[src/aes_cfg.svh]
`ifndef AES_CFG_SVH
`define AES_CFG_SVH

// ==========================================================
// Direct register addresses
`define AES_ADDR_CTRL 8'h6e
`define AES_ADDR_OFS 8'h6f
`define AES_ADDR_DATA 8'ha0

// ==========================================================
// Indirect control fields
`define AES_TBL_MSB 7
`define AES_TBL_LSB 5
`define AES_PORT_MSB 3
`define AES_PORT_LSB 0
`define AES_TBL_EEE 3'h1
`define AES_PORT_FIRST 4'h3
`define AES_PORT_LAST 4'h4

// ==========================================================
// Indirect offsets of the status register
`define AES_OFS_STAT_HI 8'h0c
`define AES_OFS_STAT_LO 8'h0d

// ==========================================================
// Status bit positions
`define AES_BIT_LOC_ABLE 6
`define AES_BIT_LOC 5
`define AES_BIT_PD_FAULT 4
`define AES_BIT_LP_NP 3
`define AES_BIT_NP_ABLE 2
`define AES_BIT_PAGE 1
`define AES_BIT_LP_AN 0

// ==========================================================
// Reset values
`define AES_CTRL_RST 8'h00
`define AES_OFS_RST 8'h00
`define AES_STAT_RST 16'h0064
`endif

[src/aes_pkg.sv]
package aes_pkg;
  typedef logic [7:0] aes_byte_t;
  typedef logic [15:0] aes_stat_t;
endpackage : aes_pkg

[src/aes_stat_if.sv]
`timescale 1ns/1ps
interface aes_stat_if;
  logic fault_ev;
  logic page_ev;
  logic lp_np_able;
  logic lp_an_able;
  logic rd_clr;
  aes_pkg::aes_stat_t status;
  modport port (
    input fault_ev, page_ev, lp_np_able, lp_an_able, rd_clr,
    output status
  );
  modport ctrl (
    output fault_ev, page_ev, lp_np_able, lp_an_able, rd_clr,
    input status
  );
endinterface : aes_stat_if

[src/aes_port_stat.sv]
`timescale 1ns/1ps
`include "aes_cfg.svh"
module aes_port_stat (
  input wire logic clk_i, // System clock
  input wire logic rstn_i, // Async reset, active low
  aes_stat_if.port st // Events in, status out
);
  import aes_pkg::*;

  logic pd_fault;
  logic page_rcvd;
  logic lp_np;
  logic lp_an;
  logic next_pd_fault;
  logic next_page_rcvd;
  logic next_lp_np;
  logic next_lp_an;

  // ==========================================================
  // Latch-high fault and page flags, set beats read clear; partner bits follow their inputs
  always_comb begin
    next_pd_fault = st.fault_ev | (pd_fault & ~st.rd_clr);
    next_page_rcvd = st.page_ev | (page_rcvd & ~st.rd_clr);
    next_lp_np = st.lp_np_able;
    next_lp_an = st.lp_an_able;
  end

  always_ff @(posedge clk_i or negedge rstn_i) begin
    if (!rstn_i) begin
      pd_fault <= 1'b0;
      page_rcvd <= 1'b0;
      lp_np <= 1'b0;
      lp_an <= 1'b0;
    end else begin
      pd_fault <= next_pd_fault;
      page_rcvd <= next_page_rcvd;
      lp_np <= next_lp_np;
      lp_an <= next_lp_an;
    end
  end

  // ==========================================================
  // Status word assembly
  always_comb begin
    st.status = `AES_STAT_RST;
    st.status[`AES_BIT_PD_FAULT] = pd_fault;
    st.status[`AES_BIT_LP_NP] = lp_np;
    st.status[`AES_BIT_PAGE] = page_rcvd;
    st.status[`AES_BIT_LP_AN] = lp_an;
  end
endmodule : aes_port_stat

[src/aes_regs.sv]
`timescale 1ns/1ps
`include "aes_cfg.svh"
module aes_regs #(
  parameter int NPORT = 2 // Ports with a status copy
) (
  input wire logic CORE_CLK_I, // System clock
  input wire logic RSTN_I, // Async reset, active low
  input wire aes_pkg::aes_byte_t REG_ADDR_I, // Register address
  input wire aes_pkg::aes_byte_t REG_WDATA_I, // Write data
  input wire logic REG_WR_I, // Write strobe
  input wire logic REG_RD_I, // Read strobe
  output aes_pkg::aes_byte_t REG_RDATA_O, // Read data, one cycle later
  output logic REG_RVALID_O, // Read data valid pulse
  input wire logic [NPORT-1:0] PD_FAULT_I, // Parallel fault pulse
  input wire logic [NPORT-1:0] PAGE_RCVD_I, // New page pulse
  input wire logic [NPORT-1:0] LP_NP_ABLE_I, // Partner next-page able
  input wire logic [NPORT-1:0] LP_AN_ABLE_I // Partner autoneg able
);
  import aes_pkg::*;

  // ==========================================================
  // Register state
  aes_byte_t ctrl;
  aes_byte_t ofs;
  aes_byte_t rdata;
  logic rvalid;
  aes_byte_t next_ctrl;
  aes_byte_t next_ofs;
  aes_byte_t next_rdata;
  logic next_rvalid;

  // ==========================================================
  // Decoded strobes and selected port
  logic wr_ctrl;
  logic wr_ofs;
  logic rd_data;
  logic port_ok;
  logic [NPORT-1:0] port_hit; // One-hot, empty when target invalid
  logic [NPORT-1:0] rd_clr;
  aes_stat_t sel_stat;
  wire aes_stat_t stat_arr [NPORT]; // One status word per port copy

  // ==========================================================
  // Indirect target decode
  function automatic logic target_ok(input aes_byte_t c);
    target_ok = (c[`AES_TBL_MSB:`AES_TBL_LSB] == `AES_TBL_EEE) &&
                (c[`AES_PORT_MSB:`AES_PORT_LSB] >= `AES_PORT_FIRST) &&
                (c[`AES_PORT_MSB:`AES_PORT_LSB] <= `AES_PORT_LAST);
  endfunction : target_ok

  function automatic logic [3:0] port_idx(input aes_byte_t c);
    port_idx = c[`AES_PORT_MSB:`AES_PORT_LSB] - `AES_PORT_FIRST;
  endfunction : port_idx

  // Table and port both valid, and the port has a copy
  function automatic logic port_valid(input aes_byte_t c);
    port_valid = target_ok(c) && (port_idx(c) < 4'(NPORT));
  endfunction : port_valid

  function automatic logic addr_hit(input logic s, input aes_byte_t a, input aes_byte_t m);
    addr_hit = s && (a == m);
  endfunction : addr_hit

  // Byte of a status word at an indirect offset
  function automatic aes_byte_t status_byte(input aes_stat_t w, input aes_byte_t o);
    case (o)
      `AES_OFS_STAT_HI: begin
        status_byte = w[15:8];
      end
      `AES_OFS_STAT_LO: begin
        status_byte = w[7:0];
      end
      default: begin
        status_byte = 8'h00;
      end
    endcase
  endfunction : status_byte

  // Only the low byte carries the latched flags
  function automatic logic clears_latches(input aes_byte_t o);
    clears_latches = (o == `AES_OFS_STAT_LO);
  endfunction : clears_latches

  // ==========================================================
  // Per-port status copies
  // Event inputs share this clock, so no synchroniser
  for (genvar g = 0; g < NPORT; g++) begin : g_port
    aes_stat_if st ();
    assign st.fault_ev = PD_FAULT_I[g];
    assign st.page_ev = PAGE_RCVD_I[g];
    assign st.lp_np_able = LP_NP_ABLE_I[g];
    assign st.lp_an_able = LP_AN_ABLE_I[g];
    assign st.rd_clr = rd_clr[g];
    assign stat_arr[g] = st.status;
    aes_port_stat u_stat (
      .clk_i(CORE_CLK_I),
      .rstn_i(RSTN_I),
      .st(st.port)
    );
  end

  // ==========================================================
  // Access decode
  always_comb begin
    // Data register and unmapped addresses take no writes
    wr_ctrl = addr_hit(REG_WR_I, REG_ADDR_I, `AES_ADDR_CTRL);
    wr_ofs = addr_hit(REG_WR_I, REG_ADDR_I, `AES_ADDR_OFS);
    rd_data = addr_hit(REG_RD_I, REG_ADDR_I, `AES_ADDR_DATA);
  end

  // Port select from the control register
  always_comb begin
    // Control bit 4 is not decoded
    port_ok = port_valid(ctrl);
    for (int i = 0; i < NPORT; i++) begin
      port_hit[i] = port_ok && (port_idx(ctrl) == 4'(i));
    end
  end

  // Status word of the addressed port, zero otherwise
  always_comb begin
    sel_stat = '0;
    for (int i = 0; i < NPORT; i++) begin
      if (port_hit[i]) begin
        sel_stat = stat_arr[i];
      end
    end
  end

  // Read of the low byte clears that port's flags
  always_comb begin
    // Same-cycle event still wins in the port copy
    rd_clr = '0;
    if (rd_data && clears_latches(ofs)) begin
      rd_clr = port_hit;
    end
  end

  // ==========================================================
  // Control register, whole byte kept and read back
  always_comb begin
    next_ctrl = ctrl;
    if (wr_ctrl) begin
      next_ctrl = REG_WDATA_I;
    end
  end

  always_ff @(posedge CORE_CLK_I or negedge RSTN_I) begin
    if (!RSTN_I) begin
      ctrl <= `AES_CTRL_RST;
    end else begin
      ctrl <= next_ctrl;
    end
  end

  // ==========================================================
  // Offset register
  always_comb begin
    // Unknown offsets are kept and read as zero
    next_ofs = ofs;
    if (wr_ofs) begin
      next_ofs = REG_WDATA_I;
    end
  end

  always_ff @(posedge CORE_CLK_I or negedge RSTN_I) begin
    if (!RSTN_I) begin
      ofs <= `AES_OFS_RST;
    end else begin
      ofs <= next_ofs;
    end
  end

  // ==========================================================
  // Read valid pulse, one cycle after the strobe
  always_comb begin
    // Refused reads answer too, with zero data
    next_rvalid = REG_RD_I;
  end

  always_ff @(posedge CORE_CLK_I or negedge RSTN_I) begin
    if (!RSTN_I) begin
      rvalid <= 1'b0;
    end else begin
      rvalid <= next_rvalid;
    end
  end

  // ==========================================================
  // Read data, zero when no read
  always_comb begin
    next_rdata = 8'h00;
    if (REG_RD_I) begin
      case (REG_ADDR_I)
        `AES_ADDR_CTRL: begin
          next_rdata = ctrl;
        end
        `AES_ADDR_OFS: begin
          next_rdata = ofs;
        end
        `AES_ADDR_DATA: begin
          next_rdata = status_byte(sel_stat, ofs);
        end
        default: begin
          next_rdata = 8'h00;
        end
      endcase
    end
  end

  always_ff @(posedge CORE_CLK_I or negedge RSTN_I) begin
    if (!RSTN_I) begin
      rdata <= 8'h00;
    end else begin
      rdata <= next_rdata;
    end
  end

  // ==========================================================
  // Outputs straight from the flops
  assign REG_RDATA_O = rdata;
  assign REG_RVALID_O = rvalid;
endmodule : aes_regs

[config.mk]
export PLATFORM = sky130hd
export DESIGN_NAME = aes_regs
export DESIGN_NICKNAME = d
export VERILOG_FILES = /design/src/aes_pkg.sv /design/src/aes_stat_if.sv /design/src/aes_port_stat.sv /design/src/aes_regs.sv
export VERILOG_INCLUDE_DIRS = /design/src /design/src/src
export SDC_FILE = /design/constraint.sdc
export NUM_CORES = 1
export LEC_CHECK = 0
export ABC_AREA = 1
export BUFFER_PORTS_ARGS = -buffer_cell sky130_fd_sc_hd__buf_2
export CORE_ASPECT_RATIO = 0.6
export CORE_MARGIN = 2
export CORE_UTILIZATION = 45
export CTS_BUF_LIST = sky130_fd_sc_hd__clkbuf_4
export CTS_CLUSTER_DIAMETER = 80
export DETAILED_ROUTE_END_ITERATION = 10
export PLACE_DENSITY = 0.66
export SLEW_MARGIN = 40
export SYNTH_ARGS = -nofsm -noshare
export SYNTH_HDL_FRONTEND = slang
export SYNTH_SLANG_ARGS = --single-unit
[constraint.sdc]
create_clock -name CORE_CLK_I -period 2.3 [get_ports CORE_CLK_I]
set_input_delay 0 -clock CORE_CLK_I [delete_from_list [all_inputs] [get_ports CORE_CLK_I]]
set_output_delay 0 -clock CORE_CLK_I [all_outputs]
set_load 0.005 [all_outputs]
==> qor.yml, run 1 <==
grt:
  antenna_found_initial: 0
  grt_pass1_wl_um: 6110
  grt_start_max_net_pins: 34
  grt_pass1_vias: 1396
  grtUsageTotal: 0.201
  gr-total-overflow: 0
clocking:
  clock_path_buffers: 2
  cts.sinks: 33
  cts_setup_buffers: 0
  htree_levels: 2
  insertion_delay_ns: 0.33
  cts_hold_buf: 19
  cts.repair.resized: 0
  cts_made_buffers: 5
  cts_tree: "built"
  path_clk_slew_ns: 0.10
  clockRootBuffer: "clkbuf_4"
drt:
  ant_nets: 0
  wirelength_um: 3560
  drc: 0
  dr.first_iter.drc_count: 74
  dr.pass1.iters: 4
  m1WireLength_um: 1790
  highest_layer: "met4"
  via_per_inst: 4.74
  dr_wl_met2_um: 1480
  wl_met3_um: 264
  vias: 1436
  avgRoutedWirePerCell_um: 11.7
critical_path:
  cp-end-kind: "register"
  crit_chain: "inv_1 -> ha_1 -> inv_1 -> nand2_1 -> a21oi_2 -> and2_1 -> o211ai_1 -> a21oi_1"
  worst-path-max-fanout: 9
  crit_path_frequent_cell: "inv_1"
  max_stage_delay_ns: 0.43
  slowest_stage: "dfrtp_1"
  critPathKind: "register to register"
  cp-start-kind: "register"
  critical_path_required_ns: 2.55
  critPathArrivalTime_ns: 2.10
yosys:
  syn_avg_cell_area_um2: 8.28
  yosysTopAreaCell: "dfrtp_1"
  syn-num-nets: 227
  ys_warn_count: 0
  netlist_top_cells_area: "dfrtp_1 (51%), nand2_1 (13%), inv_1 (7.2%), a21oi_1 (3.7%), nand4_1 (3.5%)"
  ys_seq_area_frac: 0.509
  synth_area_um2: 1620
  synth_seq_cells: 33
  synth_top_area_share: 0.509
  syn_inst: 196
  ys_types: 25
power_and_ir_drop:
  p_per_area_nw_per_um2: 497
  p_leak_nw: 1.12
  power_mw: 1.04
  peakVddDrop_uv: 284
floorplan:
  num_rows: 16
  fp.dieH_um: 50.5
  io_pins: 37
  start_util: 0.485
  core_region_area_um2: 3340
  die_w_um: 81.5
  die_area_um2: 4120
timing:
  setup_tns_ns: 0
  setup_violations: 0
  drv_slew: 0
  final.period_utilization: 0.806
  finClkSkew_ns: 0.0148
  worst_pin_slew_ns: 0.708
  final_hold_viol_count: 0
  rsz0062_at_grt: "false"
  slew-limit-headroom: 0.528
  min_period_ns: 1.85
  max_freq_mhz: 539
final_layout:
  drive_gt1_frac: 0.221
  final_nets: 288
  diodes: 0
  final_common_cell: "nand2_1"
  postLayoutCoreUtil: 0.626
  area_growth_pct: 29.1
  layout_common_cells: "nand2_1 (56), buf_2 (36), dfrtp_1 (33)"
min_path:
  hold_path_class: "primary input to register"
place:
  gp_congestion: 0.854
  io_buffer_count: 36
  hpwl_um: 2490
run_status:
  status: "finished clean"
run:
  max-cap-violations: 0
## sequential cells by signal, indices dropped and copies added (netlist names)
name	count
g_port.u_stat.page_rcvd	2
REG_RVALID_O	1
g_port.u_stat.pd_fault	2
ofs	8
ctrl	8
g_port.u_stat.lp_np	2
g_port.u_stat.lp_an	2
REG_RDATA_O	8
## critical path, delay by kind of cell, from the launching register on
| family | cells | cell delay [ns] |
|---|---|---|
| AND/OR/NAND/NOR | 2 | 0.27 |
| adder cells (fa/ha/maj) | 1 | 0.29 |
| flip-flops | 1 | 0.43 |
| AO/OA/AOI/OAI | 3 | 0.64 |
| buffers and inverters | 2 | 0.14 |
## per-layer routing
layer	vias up	GRT usage
met5	-	0
met4	0	0.0678
met3	5	0.0486
met2	48	0.305
met1	645	0.282
li1	738	-
## cell families after synthesis
group / Yosys count / share of synthesized area
compound gates: 28 / 0.103
flops: 33 / 0.509
simple gates: 96 / 0.271
buf+inv: 36 / 0.0933
fa+ha+maj: 3 / 0.0231
## cell usage after synthesis
| master | instances |
|---|---|
| a21oi_1 | 12 |
| nand3_2 | 2 |
| nand2_1 | 56 |
| buf_8 | 1 |
| o21ai_2 | 2 |
| inv_1 | 31 |
| nand4_1 | 9 |
| nor3_4 | 1 |
| and2_0 | 1 |
| o21ai_0 | 7 |
| nand3_1 | 5 |
| nor2_1 | 15 |
| o211ai_1 | 1 |
| nand2_2 | 2 |
| nor3_1 | 2 |
| buf_4 | 1 |
| dfrtp_1 | 33 |
| nor3_2 | 1 |
| and2_1 | 1 |
| o21bai_1 | 4 |
| nor2_4 | 1 |
| a21oi_2 | 2 |
| ha_1 | 3 |
| clkbuf_1 | 2 |
| buf_2 | 1 |
## metrics by stage
stage	setup WS, ns	std cells	area, µm²	hold slack (ns)
2_1_floorplan	0.685	196	1620	-0.296
3_3_place_gp	0.551	276	1850	0.108
3_5_place_dp	0.502	276	1850	0.0980
4_1_cts	0.450	303	2090	0.152
5_1_grt	0.278	303	2090	0.172
6_report	0.445	303	2090	0.164
## area by class of cell
class | count | area (µm²)
inverter | 31 | 116
clock buffer | 5 | 37.5
fill | 285 | 1250
sequential | 33 | 826
tap | 45 | 56.3
multi-input combinational | 127 | 646
timing repair buffer | 59 | 400
clock inverter | 3 | 12.5
## final timing paths
path / endpoint / cells past startpoint / slack, ns / from
worst max-delay path: REG_RDATA_O[5] / 8 / 0.45 / ctrl[0]
worst min-delay path: REG_RDATA_O[4] / 5 / 0.16 / REG_ADDR_I[1]
worst max register to register: REG_RDATA_O[5] / 8 / 0.45 / ctrl[0]
worst min register to register: ctrl[4] / 2 / 0.50 / ctrl[4]
max in group asynchronous: ctrl[1] / 2 / 1.59 / RSTN_I
min in group asynchronous: ofs[2] / 2 / 0.24 / RSTN_I
## where the power goes
part	switching (mW)	internal [mW]
logic	0.0662	0.0594
registers	0.0159	0.603
clock network	0.186	0.110
Power figures use the tool's default switching activity.
==> run 2: changes to the inputs <==
Settings changed: PLACE_DENSITY 0.66 to 0.69.
Clock period 2.3 ns to 1.6 ns, I/O delays scaled along.
==> qor.yml, run 2 (synthesis results as in run 1) <==
timing:
  final.period_utilization: 0.963
  drv_slew: 0
  finClkSkew_ns: 0.00680
  min_period_ns: 1.54
  rsz0062_at_grt: "true"
  whs_ns: 0.156
  setup_violations: 0
  slew-limit-headroom: 0.521
  final_hold_viol_count: 0
  max_freq_mhz: 649
  worst_pin_slew_ns: 0.718
critical_path:
  critical_path_required_ns: 1.86
  critPathArrivalTime_ns: 1.80
  worst-path-max-fanout: 3
  critPathKind: "register to register"
  cp-end-kind: "register"
  cp-start-kind: "register"
final_layout:
  area_growth_pct: 37.2
  final_common_cell: "nand2_1"
  multi_input_area_um2: 696
  diodes: 0
  fin_area_um2: 2230
  layout_common_cells: "nand2_1 (54), buf_2 (36), dfrtp_1 (33)"
  fillers: 272
  final_nets: 297
  seqCellArea_um2: 826
  drive_gt1_frac: 0.293
clocking:
  path_clk_slew_ns: 0.09
  clockRootBuffer: "clkbuf_4"
  cts_tree: "built"
  cts_made_buffers: 5
  htree_levels: 2
  cts.sinks: 33
  clock_path_buffers: 2
  insertion_delay_ns: 0.33
floorplan:
  fp.dieH_um: 50.5
  die_area_um2: 4120
  die_w_um: 81.5
  io_pins: 37
  core_region_area_um2: 3340
  start_util: 0.485
  num_rows: 16
run_status:
  status: "finished clean"
drt:
  via_per_inst: 4.71
  dr.pass1.iters: 4
  ant_nets: 0
  avgRoutedWirePerCell_um: 11.7
  dr.first_iter.drc_count: 96
  drc: 0
  vias: 1466
  wirelength_um: 3630
grt:
  antenna_found_initial: 0
  grt_pass1_wl_um: 5760
  grtUsageTotal: 0.191
  grt_start_max_net_pins: 34
  gr-total-overflow: 0
  grt_pass1_vias: 1329
place:
  place_area_um2: 1900
  io_buffer_count: 36
  hpwl_um: 2610
  gp_congestion: 0.806
power_and_ir_drop:
  p_per_area_nw_per_um2: 691
  peakVddDrop_uv: 462
  power_mw: 1.54
  p_leak_nw: 1.16
run:
  max-cap-violations: 0
min_path:
  hold_path_class: "primary input to register"
-- run 2: changes by cell type in the layout (fill, tap and decap cells not counted), moves of 2 or more --
cell and delta:
ha_4 +2, buf_6 +4, inv_1 -4, a21oi_1 -2, ha_1 -2, inv_2 +4
buf_4 +5, nand2_2 +2, nand2_1 -2
-- run 2: through the flow --
| step | worst slack (ns) | TNS, ns | cells | utilization |
|---|---|---|---|---|
| global route | -0.0345 | -0.103 | 311 | 0.666 |
| floorplan | 0.0269 | 0 | 196 | - |
| detailed placement | 0.0253 | 0 | 281 | 0.568 |
| finish | 0.0599 | 0 | 311 | 0.666 |
| CTS | 0.0126 | 0 | 307 | 0.640 |
| global placement | 0.0396 | 0 | 281 | 0.568 |
-- run 2: cell type report --
| class | instances | share of cell area |
|---|---|---|
| clock inverters | 1 | 0.00169 |
| multi-input cells | 127 | 0.313 |
| well taps | 45 | 0.0253 |
| repair buffers | 68 | 0.217 |
| flip-flops and latches | 33 | 0.371 |
| inverters | 31 | 0.0523 |
| clock buffers | 6 | 0.0202 |
-- run 2: final timing paths --
| path | startpoint | end | slack, ns | cells past startpoint |
|---|---|---|---|---|
| setup / recovery | ctrl[1] | REG_RDATA_O[6] | 0.06 | 8 |
| hold / removal | REG_ADDR_I[0] | ctrl[5] | 0.16 | 5 |
| setup reg to reg | ctrl[1] | REG_RDATA_O[6] | 0.06 | 8 |
| hold reg to reg | ctrl[4] | ctrl[4] | 0.50 | 2 |
| max in group asynchronous | RSTN_I | g_port[0].u_stat.lp_an | 0.88 | 2 |
| min in group asynchronous | RSTN_I | ofs[7] | 0.26 | 2 |
-- run 2: critical path, stage by stage, from the launching register on --
cell and delay, ns:
dfrtp_1 0.42, buf_6 0.14, ha_4 0.15, inv_2 0.05, nand2_2 0.05, a21oi_2 0.16, and2_4 0.17, o211ai_1 0.13
a21oi_1 0.20
-- run 2: report_power, final --
part	switching [mW]	total (mW)	internal (mW)	leakage [nW]
logic	0.110	0.220	0.111	0.764
registers	0.0211	0.887	0.866	0.371
clock network	0.255	0.431	0.176	0.0292
-- run 2: what timing repair did --
item                                    4_1_cts  5_1_grt
endpoints found under the setup margin        0       11
buffers inserted                              0        4
endpoints found under the hold margin        61        0
gates resized for setup                       0       17
hold buffers                                 19        0
-- run 2: metal layers --
layer  up-vias  global-route usage  wire [µm]
li1        753                   -          -
met1       658               0.267       1840
met3         8              0.0594        235
met2        47               0.280       1500
met4         0              0.0678         46
met5         -                   0          0
